`src/logic/ess_pkg.sv`:
```
// ess_pkg: shared types and constants for the emergency stop sequencer
// assumes: one 10 MHz clock, all delays given in clock ticks by the user side
package ess_pkg;
  // ---------------------------------------------------------------
  // widths and constants
  // ---------------------------------------------------------------
  localparam int CNT_W = 24;
  localparam int SPD_W = 16;
  localparam int CLK_HZ = 10000000;
  localparam logic [CNT_W-1:0] CNT_ZERO = 24'h000000;
  localparam logic [CNT_W-1:0] CNT_ONE = 24'h000001;

  // sequencer states
  typedef enum logic [2:0] {
    ESS_IDLE,
    ESS_RAMP,
    ESS_XDELAY,
    ESS_BRAKE_LEAD,
    ESS_BRAKE_WAIT,
    ESS_DONE
  } ess_state_e;

  // configuration bundle
  typedef struct packed {
    logic ramp_mode;                 // 1: ramp monitored, 0: time monitored
    logic brake_en;                  // brake_control part of torque removal
    logic signed [CNT_W:0] signed_brake_delay;
    logic [CNT_W-1:0] brake_time_to_zero;
    logic [CNT_W-1:0] extra_torque_off_delay;
    logic [CNT_W-1:0] torque_off_timeout;
    logic [SPD_W-1:0] zero_speed_threshold;
    logic [SPD_W-1:0] ramp_limit_first;   // lower speed envelope
    logic [SPD_W-1:0] ramp_limit_second;  // upper speed envelope
  } ess_cfg_s;

  // indications towards the drive and user
  typedef struct packed {
    logic stop_active_indication;
    logic stop_completed_indication;
    logic torque_off_indication;
    logic torque_removal;
    logic brake_control;
    logic ramp_request;
  } ess_out_s;
endpackage

```
`src/logic/ess_timer.sv`:
```
// ess_timer: loadable down counter, pulses done when a loaded count expires
// assumes: start is a one-cycle pulse from logic on the same clock
module ess_timer #(
  parameter int W = 24
) (
  // clock and reset
  input wire logic mclk,
  input wire logic rst,
  // control
  input wire logic start,
  input wire logic clear,
  input wire logic [W-1:0] load,
  // status
  output logic done,
  output logic running
);
  logic [W-1:0] cnt_reg;

  // -----------------------------------------------------------
  // counter
  // -----------------------------------------------------------
  // a zero load expires on the next edge
  always_ff @(posedge mclk or posedge rst) begin
    if (rst) begin
      cnt_reg <= '0;
      running <= 1'b0;
      done <= 1'b0;
    end else if (clear) begin
      cnt_reg <= '0;
      running <= 1'b0;
      done <= 1'b0;
    end else if (start) begin
      cnt_reg <= load;
      running <= 1'b1;
      done <= 1'b0;
    end else if (running) begin
      done <= (cnt_reg <= W'(1));
      running <= (cnt_reg > W'(1));
      cnt_reg <= (cnt_reg == '0) ? '0 : cnt_reg - W'(1);
    end else begin
      done <= 1'b0;
    end
  end
endmodule

```
`src/logic/ess_sequencer.sv`:
```
// ess_sequencer: emergency_stop_function sequencer, time or ramp monitored
// assumes: stop request and acknowledge arrive on pins; speed is a
// magnitude from the drive sampled on mclk; delays are in mclk ticks
// ---------------------------------------------------------------
// Notes on behaviour
// - time mode: zero speed removes torque
// - completed shown; ack only after request removed
// - brake applied with or before torque removal when configured
// - negative delay at zero speed: brake first, torque later
// - non-negative delay: brake and torque together
// - completion waits brake time-to-zero
// - optional extra delay before torque removal
// - timeout forces torque removal, time mode only
// - ack clears function, torque and indications
// - ramp mode: active shown at request
// - ramp checking starts with deceleration
// - ramp limit crossing removes torque at once
// - ramp mode zero speed ends checking
// - ramp mode ack returns drive control
// - zero speed threshold comparison
// - timeout counter starts on request
module ess_sequencer (
  // clock and reset
  input wire logic mclk,
  input wire logic rst,
  // pins from the request source
  input wire logic stop_req_pin,
  input wire logic ack_pin,
  // drive feedback
  input wire logic [ess_pkg::SPD_W-1:0] motor_speed,
  input wire logic decel_started,
  // configuration
  input wire ess_pkg::ess_cfg_s cfg,
  // outputs to drive and user
  output ess_pkg::ess_out_s outs
);
  // -----------------------------------------------------------
  // input synchronisers
  // -----------------------------------------------------------
  logic [2:0] req_sync_reg;
  logic [2:0] ack_sync_reg;
  logic req_reg;
  logic ack_reg;
  logic ack_prev_reg;
  logic ack_rise;

  // three stages; a change counts once stages two and three agree
  always_ff @(posedge mclk or posedge rst) begin
    if (rst) begin
      req_sync_reg <= 3'h0;
      ack_sync_reg <= 3'h0;
      req_reg <= 1'b0;
      ack_reg <= 1'b0;
      ack_prev_reg <= 1'b0;
    end else begin
      req_sync_reg <= {req_sync_reg[1:0], stop_req_pin};
      ack_sync_reg <= {ack_sync_reg[1:0], ack_pin};
      if (req_sync_reg[1] == req_sync_reg[2]) req_reg <= req_sync_reg[2];
      if (ack_sync_reg[1] == ack_sync_reg[2]) ack_reg <= ack_sync_reg[2];
      ack_prev_reg <= ack_reg;
    end
  end

  assign ack_rise = ack_reg & ~ack_prev_reg;

  // -----------------------------------------------------------
  // speed comparisons
  // -----------------------------------------------------------
  logic at_zero;
  logic ramp_fault;
  logic ramp_check_reg;

  assign at_zero = (motor_speed <= cfg.zero_speed_threshold);
  assign ramp_fault = ramp_check_reg &&
                      ((motor_speed < cfg.ramp_limit_first) || (motor_speed > cfg.ramp_limit_second));

  // -----------------------------------------------------------
  // timers
  // -----------------------------------------------------------
  ess_pkg::ess_state_e state_reg;
  logic tmo_start, tmo_done, xd_start, xd_done, bl_start, bl_done, bz_start, bz_done;
  logic tmr_clear;
  logic [ess_pkg::CNT_W-1:0] lead_mag;

  // idle clears the timers, except in the cycle the request is taken,
  // otherwise the clear would swallow the timeout load
  assign tmr_clear = (state_reg == ess_pkg::ESS_IDLE) & ~req_reg;
  assign lead_mag = ess_pkg::CNT_W'(-cfg.signed_brake_delay);

  ess_timer #(.W(ess_pkg::CNT_W)) u_tmo (
    .mclk(mclk), .rst(rst), .start(tmo_start), .clear(tmr_clear),
    .load(cfg.torque_off_timeout), .done(tmo_done), .running()
  );
  ess_timer #(.W(ess_pkg::CNT_W)) u_xd (
    .mclk(mclk), .rst(rst), .start(xd_start), .clear(tmr_clear),
    .load(cfg.extra_torque_off_delay), .done(xd_done), .running()
  );
  ess_timer #(.W(ess_pkg::CNT_W)) u_bl (
    .mclk(mclk), .rst(rst), .start(bl_start), .clear(tmr_clear),
    .load(lead_mag), .done(bl_done), .running()
  );
  ess_timer #(.W(ess_pkg::CNT_W)) u_bz (
    .mclk(mclk), .rst(rst), .start(bz_start), .clear(tmr_clear),
    .load(cfg.brake_time_to_zero), .done(bz_done), .running()
  );

  // -----------------------------------------------------------
  // sequencer
  // -----------------------------------------------------------
  logic force_off;
  logic brake_neg;
  logic zero_hit;
  logic bz_hit_reg;
  logic bz_over;

  // timeout forces removal, time mode only
  assign force_off = (~cfg.ramp_mode & tmo_done) | ramp_fault;
  assign brake_neg = cfg.brake_en & cfg.signed_brake_delay[ess_pkg::CNT_W];
  assign zero_hit = at_zero & (~cfg.ramp_mode | ramp_check_reg | decel_started);
  assign tmo_start = (state_reg == ess_pkg::ESS_IDLE) & req_reg;
  assign xd_start = (state_reg == ess_pkg::ESS_RAMP) & zero_hit & ~force_off;
  assign bl_start = (state_reg == ess_pkg::ESS_XDELAY) & xd_done & brake_neg;
  assign bz_start = cfg.brake_en & ~outs.brake_control &
                    (((state_reg == ess_pkg::ESS_RAMP) & force_off) |
                     ((state_reg == ess_pkg::ESS_XDELAY) & xd_done));

  // brake time expiry remembered
  // a long brake lead may outlast the brake time; keep its expiry
  always_ff @(posedge mclk or posedge rst) begin
    if (rst) begin
      bz_hit_reg <= 1'b0;
    end else if (bz_done) begin
      bz_hit_reg <= 1'b1;
    end else if (state_reg == ess_pkg::ESS_IDLE) begin
      bz_hit_reg <= 1'b0;
    end
  end

  assign bz_over = bz_done | bz_hit_reg;

  // state transitions
  always_ff @(posedge mclk or posedge rst) begin
    if (rst) begin
      state_reg <= ess_pkg::ESS_IDLE;
    end else begin
      case (state_reg)
        ess_pkg::ESS_IDLE: begin
          if (req_reg) state_reg <= ess_pkg::ESS_RAMP;
        end
        ess_pkg::ESS_RAMP: begin
          if (force_off) state_reg <= cfg.brake_en ? ess_pkg::ESS_BRAKE_WAIT : ess_pkg::ESS_DONE;
          else if (zero_hit) state_reg <= ess_pkg::ESS_XDELAY;
        end
        ess_pkg::ESS_XDELAY: begin
          if (xd_done) begin
            if (brake_neg) state_reg <= ess_pkg::ESS_BRAKE_LEAD;
            else if (cfg.brake_en) state_reg <= ess_pkg::ESS_BRAKE_WAIT;
            else state_reg <= ess_pkg::ESS_DONE;
          end
        end
        ess_pkg::ESS_BRAKE_LEAD: begin
          if (bl_done) state_reg <= ess_pkg::ESS_BRAKE_WAIT;
        end
        ess_pkg::ESS_BRAKE_WAIT: begin
          if (bz_over) state_reg <= ess_pkg::ESS_DONE;
        end
        ess_pkg::ESS_DONE: begin
          if (ack_rise & ~req_reg) state_reg <= ess_pkg::ESS_IDLE;
        end
        default: state_reg <= ess_pkg::ESS_IDLE;
      endcase
    end
  end

  always_ff @(posedge mclk or posedge rst) begin
    if (rst) begin
      ramp_check_reg <= 1'b0;
    end else if (state_reg != ess_pkg::ESS_RAMP || !cfg.ramp_mode || at_zero) begin
      ramp_check_reg <= 1'b0;
    end else if (decel_started) begin
      ramp_check_reg <= 1'b1;
    end
  end

  // -----------------------------------------------------------
  // outputs
  // -----------------------------------------------------------
  // ack clears all indications
  always_ff @(posedge mclk or posedge rst) begin
    if (rst) begin
      outs <= '0;
    end else if (state_reg == ess_pkg::ESS_IDLE) begin
      outs <= '0;
      outs.stop_active_indication <= req_reg;
      outs.ramp_request <= req_reg;     // drive told to decelerate
    end else begin
      if (state_reg == ess_pkg::ESS_RAMP && force_off) begin
        outs.torque_removal <= 1'b1;
        outs.torque_off_indication <= 1'b1;
        outs.brake_control <= cfg.brake_en;
        outs.stop_completed_indication <= ~cfg.brake_en;
      end
      if (state_reg == ess_pkg::ESS_XDELAY && xd_done) begin
        outs.brake_control <= cfg.brake_en;
        outs.torque_removal <= ~brake_neg;
        outs.torque_off_indication <= ~brake_neg;
        outs.stop_completed_indication <= ~cfg.brake_en;
      end
      if (state_reg == ess_pkg::ESS_BRAKE_LEAD && bl_done) begin
        outs.torque_removal <= 1'b1;
        outs.torque_off_indication <= 1'b1;
      end
      if (state_reg == ess_pkg::ESS_BRAKE_WAIT && bz_over) outs.stop_completed_indication <= 1'b1;
      if (state_reg == ess_pkg::ESS_DONE && ack_rise && !req_reg) begin
        outs <= '0;
      end
    end
  end
endmodule

```
`config.mk`:
```
export PLATFORM = sky130hd
export DESIGN_NAME = ess_sequencer
export DESIGN_NICKNAME = d
export VERILOG_FILES = /design/src/logic/ess_pkg.sv /design/src/logic/ess_timer.sv /design/src/logic/ess_sequencer.sv
export SDC_FILE = /design/constraint.sdc
export NUM_CORES = 1
export LEC_CHECK = 0
export BUFFER_PORTS_ARGS = -buffer_cell sky130_fd_sc_hd__buf_2
export CORE_UTILIZATION = 52
export DETAILED_ROUTE_END_ITERATION = 8
export PLACE_DENSITY_LB_ADDON = 0.15
export SLEW_MARGIN = 20
export SYNTH_ARGS = -nofsm -noshare
export SYNTH_HDL_FRONTEND = slang
export SYNTH_HIERARCHICAL = 1
export SYNTH_SLANG_ARGS = --single-unit
```
`constraint.sdc`:
```
create_clock -name mclk -period 2.94 [get_ports mclk]
set_input_delay 0.441 -clock mclk [delete_from_list [all_inputs] [get_ports mclk]]
set_output_delay 0.441 -clock mclk [all_outputs]
set_load 0.02 [all_outputs]
```
==> results of run 1 <==
path summary, 6_finish.rpt:
path | from | to | slack, ps
max | motor_speed[15] | u_bz/cnt_reg[7] | 30
min | ack_pin | ack_sync_reg[0] | 130
max reg2reg | u_tmo/done | u_bz/cnt_reg[7] | 130
min reg2reg | ack_sync_reg[0] | ack_sync_reg[1] | 350
max in group asynchronous | rst | u_bz/cnt_reg[2] | 2310
min in group asynchronous | rst | u_xd/cnt_reg[0] | 140
cell families (layout without fill, tap and decap cells):
group                    Yosys count  after routing  share of synthesized area (%)
AND/OR/NAND/NOR                  459            459                           27.9
AO/OA/AOI/OAI                    322            322                           22.7
buffers and inverters            131            389                           5.87
flip-flops                       122            122                           32.6
adder cells (fa/ha/maj)           62             62                           8.23
XOR/XNOR                          27             27                           2.53
multiplexers                       2              2                          0.214
cell usage after synthesis (27+ instances only):
master and instances:
a21oi_1 71, nor4_1 27, nand2_1 113, dfrtp_1 122, nand3_1 35, ha_1 60, o21ai_0 77, clkbuf_1 33
inv_1 85, or3_1 27, nor2_1 72, nor3_1 55
through the flow:
stage / instances / hold WS [ps] / area [um^2] / utilization, %
4_1_cts: 1603 / 116 / 11700 / 67.4
3_5_place_dp: 1569 / 335 / 11100 / 63.8
3_3_place_gp: 1569 / 332 / 11100 / 63.8
6_report: 1608 / 128 / 12000 / 68.8
2_1_floorplan: 1125 / 331 / 9500 / -
5_1_grt: 1608 / 111 / 12000 / 68.8
per-layer routing:
layer / share of wire [%] / global-route usage (%) / vias up
met5: 0 / 0 / -
met1: 45 / 40.0 / 4485
met2: 47 / 49.3 / 364
met4: 1.8 / 8.40 / 0
li1: - / - / 4704
met3: 6.5 / 5.29 / 38
layout make-up:
| cell class | count | area share (%) |
|---|---|---|
| multi-input combinational | 872 | 50.3 |
| sequential | 122 | 25.5 |
| timing repair buffer | 269 | 14.2 |
| clock buffer | 25 | 4.05 |
| inverter | 88 | 2.88 |
| tap | 225 | 2.35 |
| clock inverter | 7 | 0.751 |
critical path, delay by kind of cell:
kind            cells  cell delay [ps]
buf+inv             3              400
fa+ha+maj           1              280
simple gates        6             1180
compound gates      6              900
timing repair:
action	4_1_cts	5_1_grt
setup buffers	2	5
pin swaps	7	25
hold buffers	0	0
gates resized for setup	6	52
cloned	0	1
endpoints found under the setup margin	14	39
power breakdown:
part | switching, uW | internal, uW
clock | 749 | 1310
sequential | 595 | 2130
combinational | 2250 | 1670
placed cells by master, fill, tap and decap left out, types with 9 or more instances in the layout:
cell type  synthesis  final
nor3_1            55     54
nor4_1            27     27
ha_1              60     52
o21ai_0           77     72
nand3_1           35     35
o21ai_1           22     27
nor2_1            72     67
buf_4              3     87
o211ai_1          24     24
or3_1             27     26
buf_6              6     15
a22oi_1           11     11
or4_1              9      9
nand4_1           20     20
xor2_1            10     10
xnor2_1           17     17
inv_1             85     73
a21o_1            11     11
a221oi_1          13     12
dfrtp_1          122    122
nor2b_1           16     15
nand2_1          113    108
a21oi_1           71     67
clkbuf_16          0     17
buf_2              0    164
==> metrics.json, run 1 <==
{
  "outcome": {"value": "completed"},
  "ff2ff_path_depth": {"value": 13},
  "place_hpwl": {"value": 20000, "unit": "um"},
  "totalPowerFinal": {"value": 8700, "unit": "uW"},
  "hold-path-cell-count": {"value": 1},
  "final_net_count": {"value": 1598},
  "chipWidth": {"value": 136, "unit": "um"},
  "synth-main-ff-cell": {"value": "dfrtp_1"},
  "floorplan.die_area": {"value": 0.0185, "unit": "mm^2"},
  "synth_seq_cells": {"value": 122},
  "worst_skew_pair.late_latency": {"value": 420, "unit": "ps"},
  "setup-violations-final": {"value": 0},
  "cap_violations": {"value": 0},
  "synthesis.nets": {"value": 1353},
  "post_synth_inst_count": {"value": 1125},
  "leakage": {"value": 0.00527, "unit": "uW"},
  "drc_errors": {"value": 0},
  "starting_utilization_of_the_core_area": {"value": 53.7, "unit": "%"},
  "synth_area": {"value": 0.00936, "unit": "mm^2"},
  "die_h": {"value": 136, "unit": "um"},
  "synthesis.area_per_instance": {"value": 8.32, "unit": "um^2"},
  "post_route_cells_drive_above_1_share": {"value": 28.8, "unit": "%"},
  "multiInputGateArea": {"value": 0.00603, "unit": "mm^2"},
  "clock-sinks": {"value": 122},
  "cp_slowest_stage_delay": {"value": 550, "unit": "ps"},
  "seqCellArea": {"value": 0.00305, "unit": "mm^2"},
  "vias_per_instance": {"value": 5.96},
  "clockBufferDepth": {"value": 2},
  "synth_enable_flop_cells": {"value": 0},
  "first_pass_grt_wire_length": {"value": 43900, "unit": "um"},
  "critical_path_peak_fanout": {"value": 4},
  "setup_slack": {"value": 29.3, "unit": "ps"},
  "critPathSlowestCell": {"value": "or4_4"},
  "tightestPinTransition": {"value": 1090, "unit": "ps"},
  "fin_crit_sh": {"value": 99.0, "unit": "%"},
  "dpl_worst_slack": {"value": -564, "unit": "ps"},
  "yosys.area.top_type_share": {"value": 32.6, "unit": "%"},
  "register_clock_pin_slew_on_the_reported_worst_setup_and_hold_paths": {"value": 50, "unit": "ps"},
  "fill_cells": {"value": 1443},
  "worst_case_vdd_ir_drop": {"value": 0.000507, "unit": "V"},
  "postSynth.asyncResetShare": {"value": 100, "unit": "%"},
  "path_cells": {"value": "buf_8 > ha_4 > nand4_4 > or4_4 > o22a_2 > o31ai_4 > a21oi_2 > o21bai_2 > nor3b_2 > buf_4 > buf_6 > or2_4 > nor2_4 > nand3b_1 > a21oi_2 > a221o_1"},
  "coreArea": {"value": 0.0174, "unit": "mm^2"},
  "synth_warnings": {"value": 6},
  "clockRootBuffer": {"value": "clkbuf_16"},
  "num_vias": {"value": 9591},
  "skew": {"value": 8.62, "unit": "ps"},
  "num_antenna_cells": {"value": 0},
  "largest_net_degree_at_the_start_of_global_routing": {"value": 27},
  "routed_wire_length_per_instance": {"value": 16.9, "unit": "um"},
  "data_required_time_of_the_worst_path": {"value": 3240, "unit": "ps"},
  "grt_setup_unrepaired": {"value": "yes"},
  "timing.critical_path.to_type": {"value": "register"},
  "hold_class": {"value": "in2reg"},
  "finalWorstPathRequiredPeriod": {"value": 2910, "unit": "ps"},
  "maxSlewViolCount": {"value": 0},
  "report.final.hold_viol_count": {"value": 0},
  "synth_area_leader_cell": {"value": "dfrtp_1"},
  "worstSetupPathType": {"value": "in2reg"},
  "worst_slew_margin_rel": {"value": 27.3, "unit": "%"},
  "synth_cell_types": {"value": 88},
  "antenna_violations_before_repair": {"value": 0},
  "setup_tns": {"value": 0, "unit": "ps"},
  "grt.total_usage": {"value": 29.9, "unit": "%"},
  "clock_tree.htree_level_count": {"value": 4},
  "ys_top_cells_by_area": {"value": "dfrtp_1 33%, ha_1 8.0%, nand2_1 4.5%"},
  "rows": {"value": 48},
  "critPathArrivalTime": {"value": 3210, "unit": "ps"},
  "cp_common_cell": {"value": "a21oi_2"},
  "max_clock_freq": {"value": 344, "unit": "MHz"},
  "design.portCount": {"value": 174},
  "globalRoute.totalOverflow": {"value": 0},
  "cts_buffers": {"value": 17},
  "first_global_vias": {"value": 8992},
  "start_kind": {"value": "primary input"},
  "layout-area-overhead-vs-synth": {"value": 28.1, "unit": "%"},
  "detail-route-antenna-nets": {"value": 0},
  "first_pass_iters": {"value": 7},
  "power_per_cell_area": {"value": 726, "unit": "mW/mm^2"},
  "io_buffer_count": {"value": 173},
  "yosysSeqAreaShare": {"value": 32.6, "unit": "%"},
  "gpl_congestion": {"value": 0.906},
  "detail_route.iter0.violations": {"value": 670},
  "cts_tree": {"value": "yes"},
  "postRouteWirelength": {"value": 27200, "unit": "um"}
}
(Power assumes the default switching activity.)
==> inputs of run 2 (changes only) <==
- CORE_UTILIZATION: 52 -> 51
- SYNTH_HIERARCHICAL: 1 -> default
==> run 2 against run 1 <==
Net effect:
- maximum frequency rose by 5.0%
- power is 0.24% lower
- routed wire length shrank 4.2%
- cell count fell by 3.7%
- setup slack better by 140 ps
- via count down 1.9%
- synthesized cell count is 0.44% lower
- sequential power decreased by 8.4%
- hold slack got worse by 0.84 ps
- largest cell class unchanged
- largest power group unchanged
- highest routed layer unchanged
==> metrics.json, run 2 <==
{
  "final_net_count": {"value": 1538, "change": "-3.8%"},
  "cts_buffers": {"value": 17, "change": "unchanged"},
  "post_route_cells_drive_above_1_share": {"value": 21.4, "unit": "%", "change": "-7.4 points"},
  "first_pass_grt_wire_length": {"value": 41900, "unit": "um", "change": "-4.4%"},
  "vias_per_instance": {"value": 6.08, "change": "+1.9%"},
  "antenna_violations_before_repair": {"value": 0, "change": "unchanged"},
  "place_hpwl": {"value": 19100, "unit": "um", "change": "-4.5%"},
  "cap_violations": {"value": 0, "change": "unchanged"},
  "seqCellArea": {"value": 0.00305, "unit": "mm^2", "change": "unchanged"},
  "critPathArrivalTime": {"value": 3070, "unit": "ps", "change": "-140 ps"},
  "clock_tree.htree_level_count": {"value": 4, "change": "unchanged"},
  "leakage": {"value": 0.00528, "unit": "uW", "change": "+0.32%"},
  "post_synth_inst_count": {"value": 1120, "change": "-0.44%"},
  "gpl_congestion": {"value": 0.909, "change": "+0.39%"},
  "clock-sinks": {"value": 122, "change": "unchanged"},
  "routed_wire_length_per_instance": {"value": 16.8, "unit": "um", "change": "-0.53%"},
  "ys_top_cells_by_area": {"value": "dfrtp_1 33%, ha_1 8.2%, o21ai_0 5.6%"},
  "synth_warnings": {"value": 0, "change": "-6"},
  "synth_cell_types": {"value": 72, "change": "-18%"},
  "coreArea": {"value": 0.0174, "unit": "mm^2", "change": "unchanged"},
  "synth_area": {"value": 0.00914, "unit": "mm^2", "change": "-2.3%"},
  "worst_case_vdd_ir_drop": {"value": 0.000549, "unit": "V", "change": "+8.4%"},
  "chipWidth": {"value": 136, "unit": "um", "change": "-0.19%"},
  "start_kind": {"value": "register"},
  "synth.top_cells.by_count": {"value": "122 x dfrtp_1, 103 x o21ai_0, 95 x nand2_1, 81 x nor2_1, 80 x nor3_1"},
  "finalWorstPathRequiredPeriod": {"value": 2770, "unit": "ps", "change": "-139 ps"},
  "floorplan.die_area": {"value": 0.0185, "unit": "mm^2", "change": "-0.39%"},
  "synthMostInstantiatedCell": {"value": "dfrtp_1"},
  "hold_class": {"value": "in2async"},
  "detail-route-antenna-nets": {"value": 0, "change": "unchanged"},
  "skew": {"value": 11.4, "unit": "ps", "change": "+2.74 ps"},
  "synthesis.area_per_instance": {"value": 8.16, "unit": "um^2", "change": "-1.9%"},
  "setup_slack": {"value": 169, "unit": "ps", "change": "+139 ps"},
  "setup-violations-final": {"value": 0, "change": "unchanged"},
  "report.final.hold_viol_count": {"value": 0, "change": "unchanged"},
  "postRouteWirelength": {"value": 26000, "unit": "um", "change": "-4.2%"},
  "starting_utilization_of_the_core_area": {"value": 52.5, "unit": "%", "change": "-1.2 points"},
  "critical_path_peak_fanout": {"value": 15, "change": "+11"},
  "synth_seq_cells": {"value": 122, "change": "unchanged"},
  "mostFrequentLayoutCell": {"value": "buf_2"},
  "design.portCount": {"value": 174, "change": "unchanged"},
  "worstSetupPathType": {"value": "reg2reg"},
  "fill_cells": {"value": 1548, "change": "+7.3%"},
  "cts.repair_timing.setup_buffer_count": {"value": 0, "change": "-2"},
  "register_clock_pin_slew_on_the_reported_worst_setup_and_hold_paths": {"value": 60, "unit": "ps", "change": "about the same"},
  "drc_errors": {"value": 0, "change": "unchanged"},
  "grt.total_usage": {"value": 28.6, "unit": "%", "change": "-1.3 points"},
  "data_required_time_of_the_worst_path": {"value": 3240, "unit": "ps", "change": "about the same"},
  "cts_tree": {"value": "yes"},
  "synth_enable_flop_cells": {"value": 0, "change": "unchanged"},
  "clockRootBuffer": {"value": "clkbuf_16"},
  "worst_skew_pair.late_latency": {"value": 420, "unit": "ps", "change": "about the same"},
  "crit_path_start": {"value": "u_xd.cnt_reg[10]"},
  "tightestPinTransition": {"value": 843, "unit": "ps", "change": "-245 ps"},
  "globalRoute.totalOverflow": {"value": 0, "change": "unchanged"},
  "dpl_cell_area": {"value": 0.0105, "unit": "mm^2", "change": "-5.2%"},
  "postSynth.asyncResetShare": {"value": 100, "unit": "%", "change": "unchanged"},
  "detail_route.iter0.violations": {"value": 789, "change": "+18%"},
  "die_h": {"value": 136, "unit": "um", "change": "-0.19%"},
  "multiInputGateArea": {"value": 0.00562, "unit": "mm^2", "change": "-6.9%"},
  "maxSlewViolCount": {"value": 0, "change": "unchanged"},
  "setup_tns": {"value": 0, "unit": "ps", "change": "unchanged"},
  "rows": {"value": 48, "change": "unchanged"},
  "fin_area": {"value": 0.0112, "unit": "mm^2", "change": "-6.8%"},
  "synthesis.nets": {"value": 1348, "change": "-0.37%"},
  "ff2ff_path_depth": {"value": 7, "change": "-6"},
  "yosysSeqAreaShare": {"value": 33.4, "unit": "%", "change": "+0.77 points"},
  "fin_crit_sh": {"value": 94.3, "unit": "%", "change": "-4.7 points"},
  "largest_net_degree_at_the_start_of_global_routing": {"value": 73, "change": "+170%"},
  "dpl_worst_slack": {"value": 144, "unit": "ps", "change": "+708 ps"},
  "layout-area-overhead-vs-synth": {"value": 22.2, "unit": "%"},
  "clockBufferDepth": {"value": 2, "change": "unchanged"},
  "worst_flop_to_flop_path_startpoint": {"value": "u_xd.cnt_reg[10]"},
  "worst_slew_margin_rel": {"value": 43.3, "unit": "%", "change": "+16 points"},
  "num_antenna_cells": {"value": 0, "change": "unchanged"},
  "max_clock_freq": {"value": 361, "unit": "MHz", "change": "+5.0%"},
  "timing.critical_path.to_type": {"value": "register"},
  "num_vias": {"value": 9407, "change": "-1.9%"},
  "grt_setup_unrepaired": {"value": "no"},
  "first_global_vias": {"value": 8717, "change": "-3.1%"},
  "synth-main-ff-cell": {"value": "dfrtp_1"},
  "yosys.area.top_type_share": {"value": 33.4, "unit": "%", "change": "+0.77 points"},
  "synth_area_leader_cell": {"value": "dfrtp_1"},
  "layout.cells.most_common_list": {"value": "173 x buf_2, 122 x dfrtp_1, 103 x o21ai_0"},
  "first_pass_iters": {"value": 6, "change": "-1"},
  "outcome": {"value": "completed"},
  "power_per_cell_area": {"value": 776, "unit": "mW/mm^2", "change": "+7.0%"},
  "io_buffer_count": {"value": 173, "change": "unchanged"}
}
## run 2: cell families (layout without fill, tap and decap cells)
kind of cell	count (synthesis)	in the layout	synth area share, %
AND/OR/NAND/NOR	426	426	24.1
AO/OA/AOI/OAI	341	341	24.1
buffers and inverters	127	330	5.47
flip-flops	122	122	33.4
adder cells (fa/ha/maj)	62	62	8.43
XOR/XNOR	22	22	2.11
multiplexers	20	20	2.39
## run 2: worst paths after layout
path	slack (ps)	end
min in group mclk	130	ack_sync_reg[0]
max reg2reg	170	u_xd.cnt_reg[8]
min reg2reg	350	req_sync_reg[1]
max	170	u_xd.cnt_reg[8]
min	130	u_bl.cnt_reg[1]
max in group asynchronous	2220	u_bz.cnt_reg[12]
## run 2: metal layers
| layer | part of all wire [%] | wire length (um) | track usage [%] | up-vias |
|---|---|---|---|---|
| li1 | - | - | - | 4572 |
| met1 | 45 | 11600 | 37.7 | 4451 |
| met2 | 46 | 12000 | 46.7 | 339 |
| met3 | 6.4 | 1660 | 4.40 | 45 |
| met4 | 2.7 | 695 | 11.8 | 0 |
| met5 | 0 | 0 | 0 | - |
## run 2: layout make-up
cell class,count,share of cell area (%)
multi-input combinational,871,50.3
timing repair buffer,223,11.7
sequential,122,27.3
tap,225,2.52
clock inverter,13,1.72
clock buffer,19,3.96
inverter,75,2.55
## run 2: report_power, final
group          total (uW)  switching, uW  internal, uW
logic                3920           2300          1620
registers            2500            445          2050
clock network        2260            808          1450
## run 2: what timing repair did
item                       4_1_cts  5_1_grt
setup endpoints to repair        0        1
hold buffers                     0        0
resized for setup                0        1
## run 2: critical path, cell delays in order, from the launching register on
cell and delay [ps]:
dfrtp_1 430, or4_4 550, or4b_4 570, o31ai_4 430, nor2_4 160, a31oi_1 190, a31oi_1 50, mux2_2 270
## run 2: stage by stage
stage	utilization, %	instances	total power [uW]	hold slack, ps
final	64.2	1548	8680	127
after global routing	64.2	1548	9260	120
after CTS	64.2	1548	8650	112
after detailed placement	60.5	1516	6370	339
after global placement	60.5	1516	6280	334
after floorplan	-	1120	5070	331
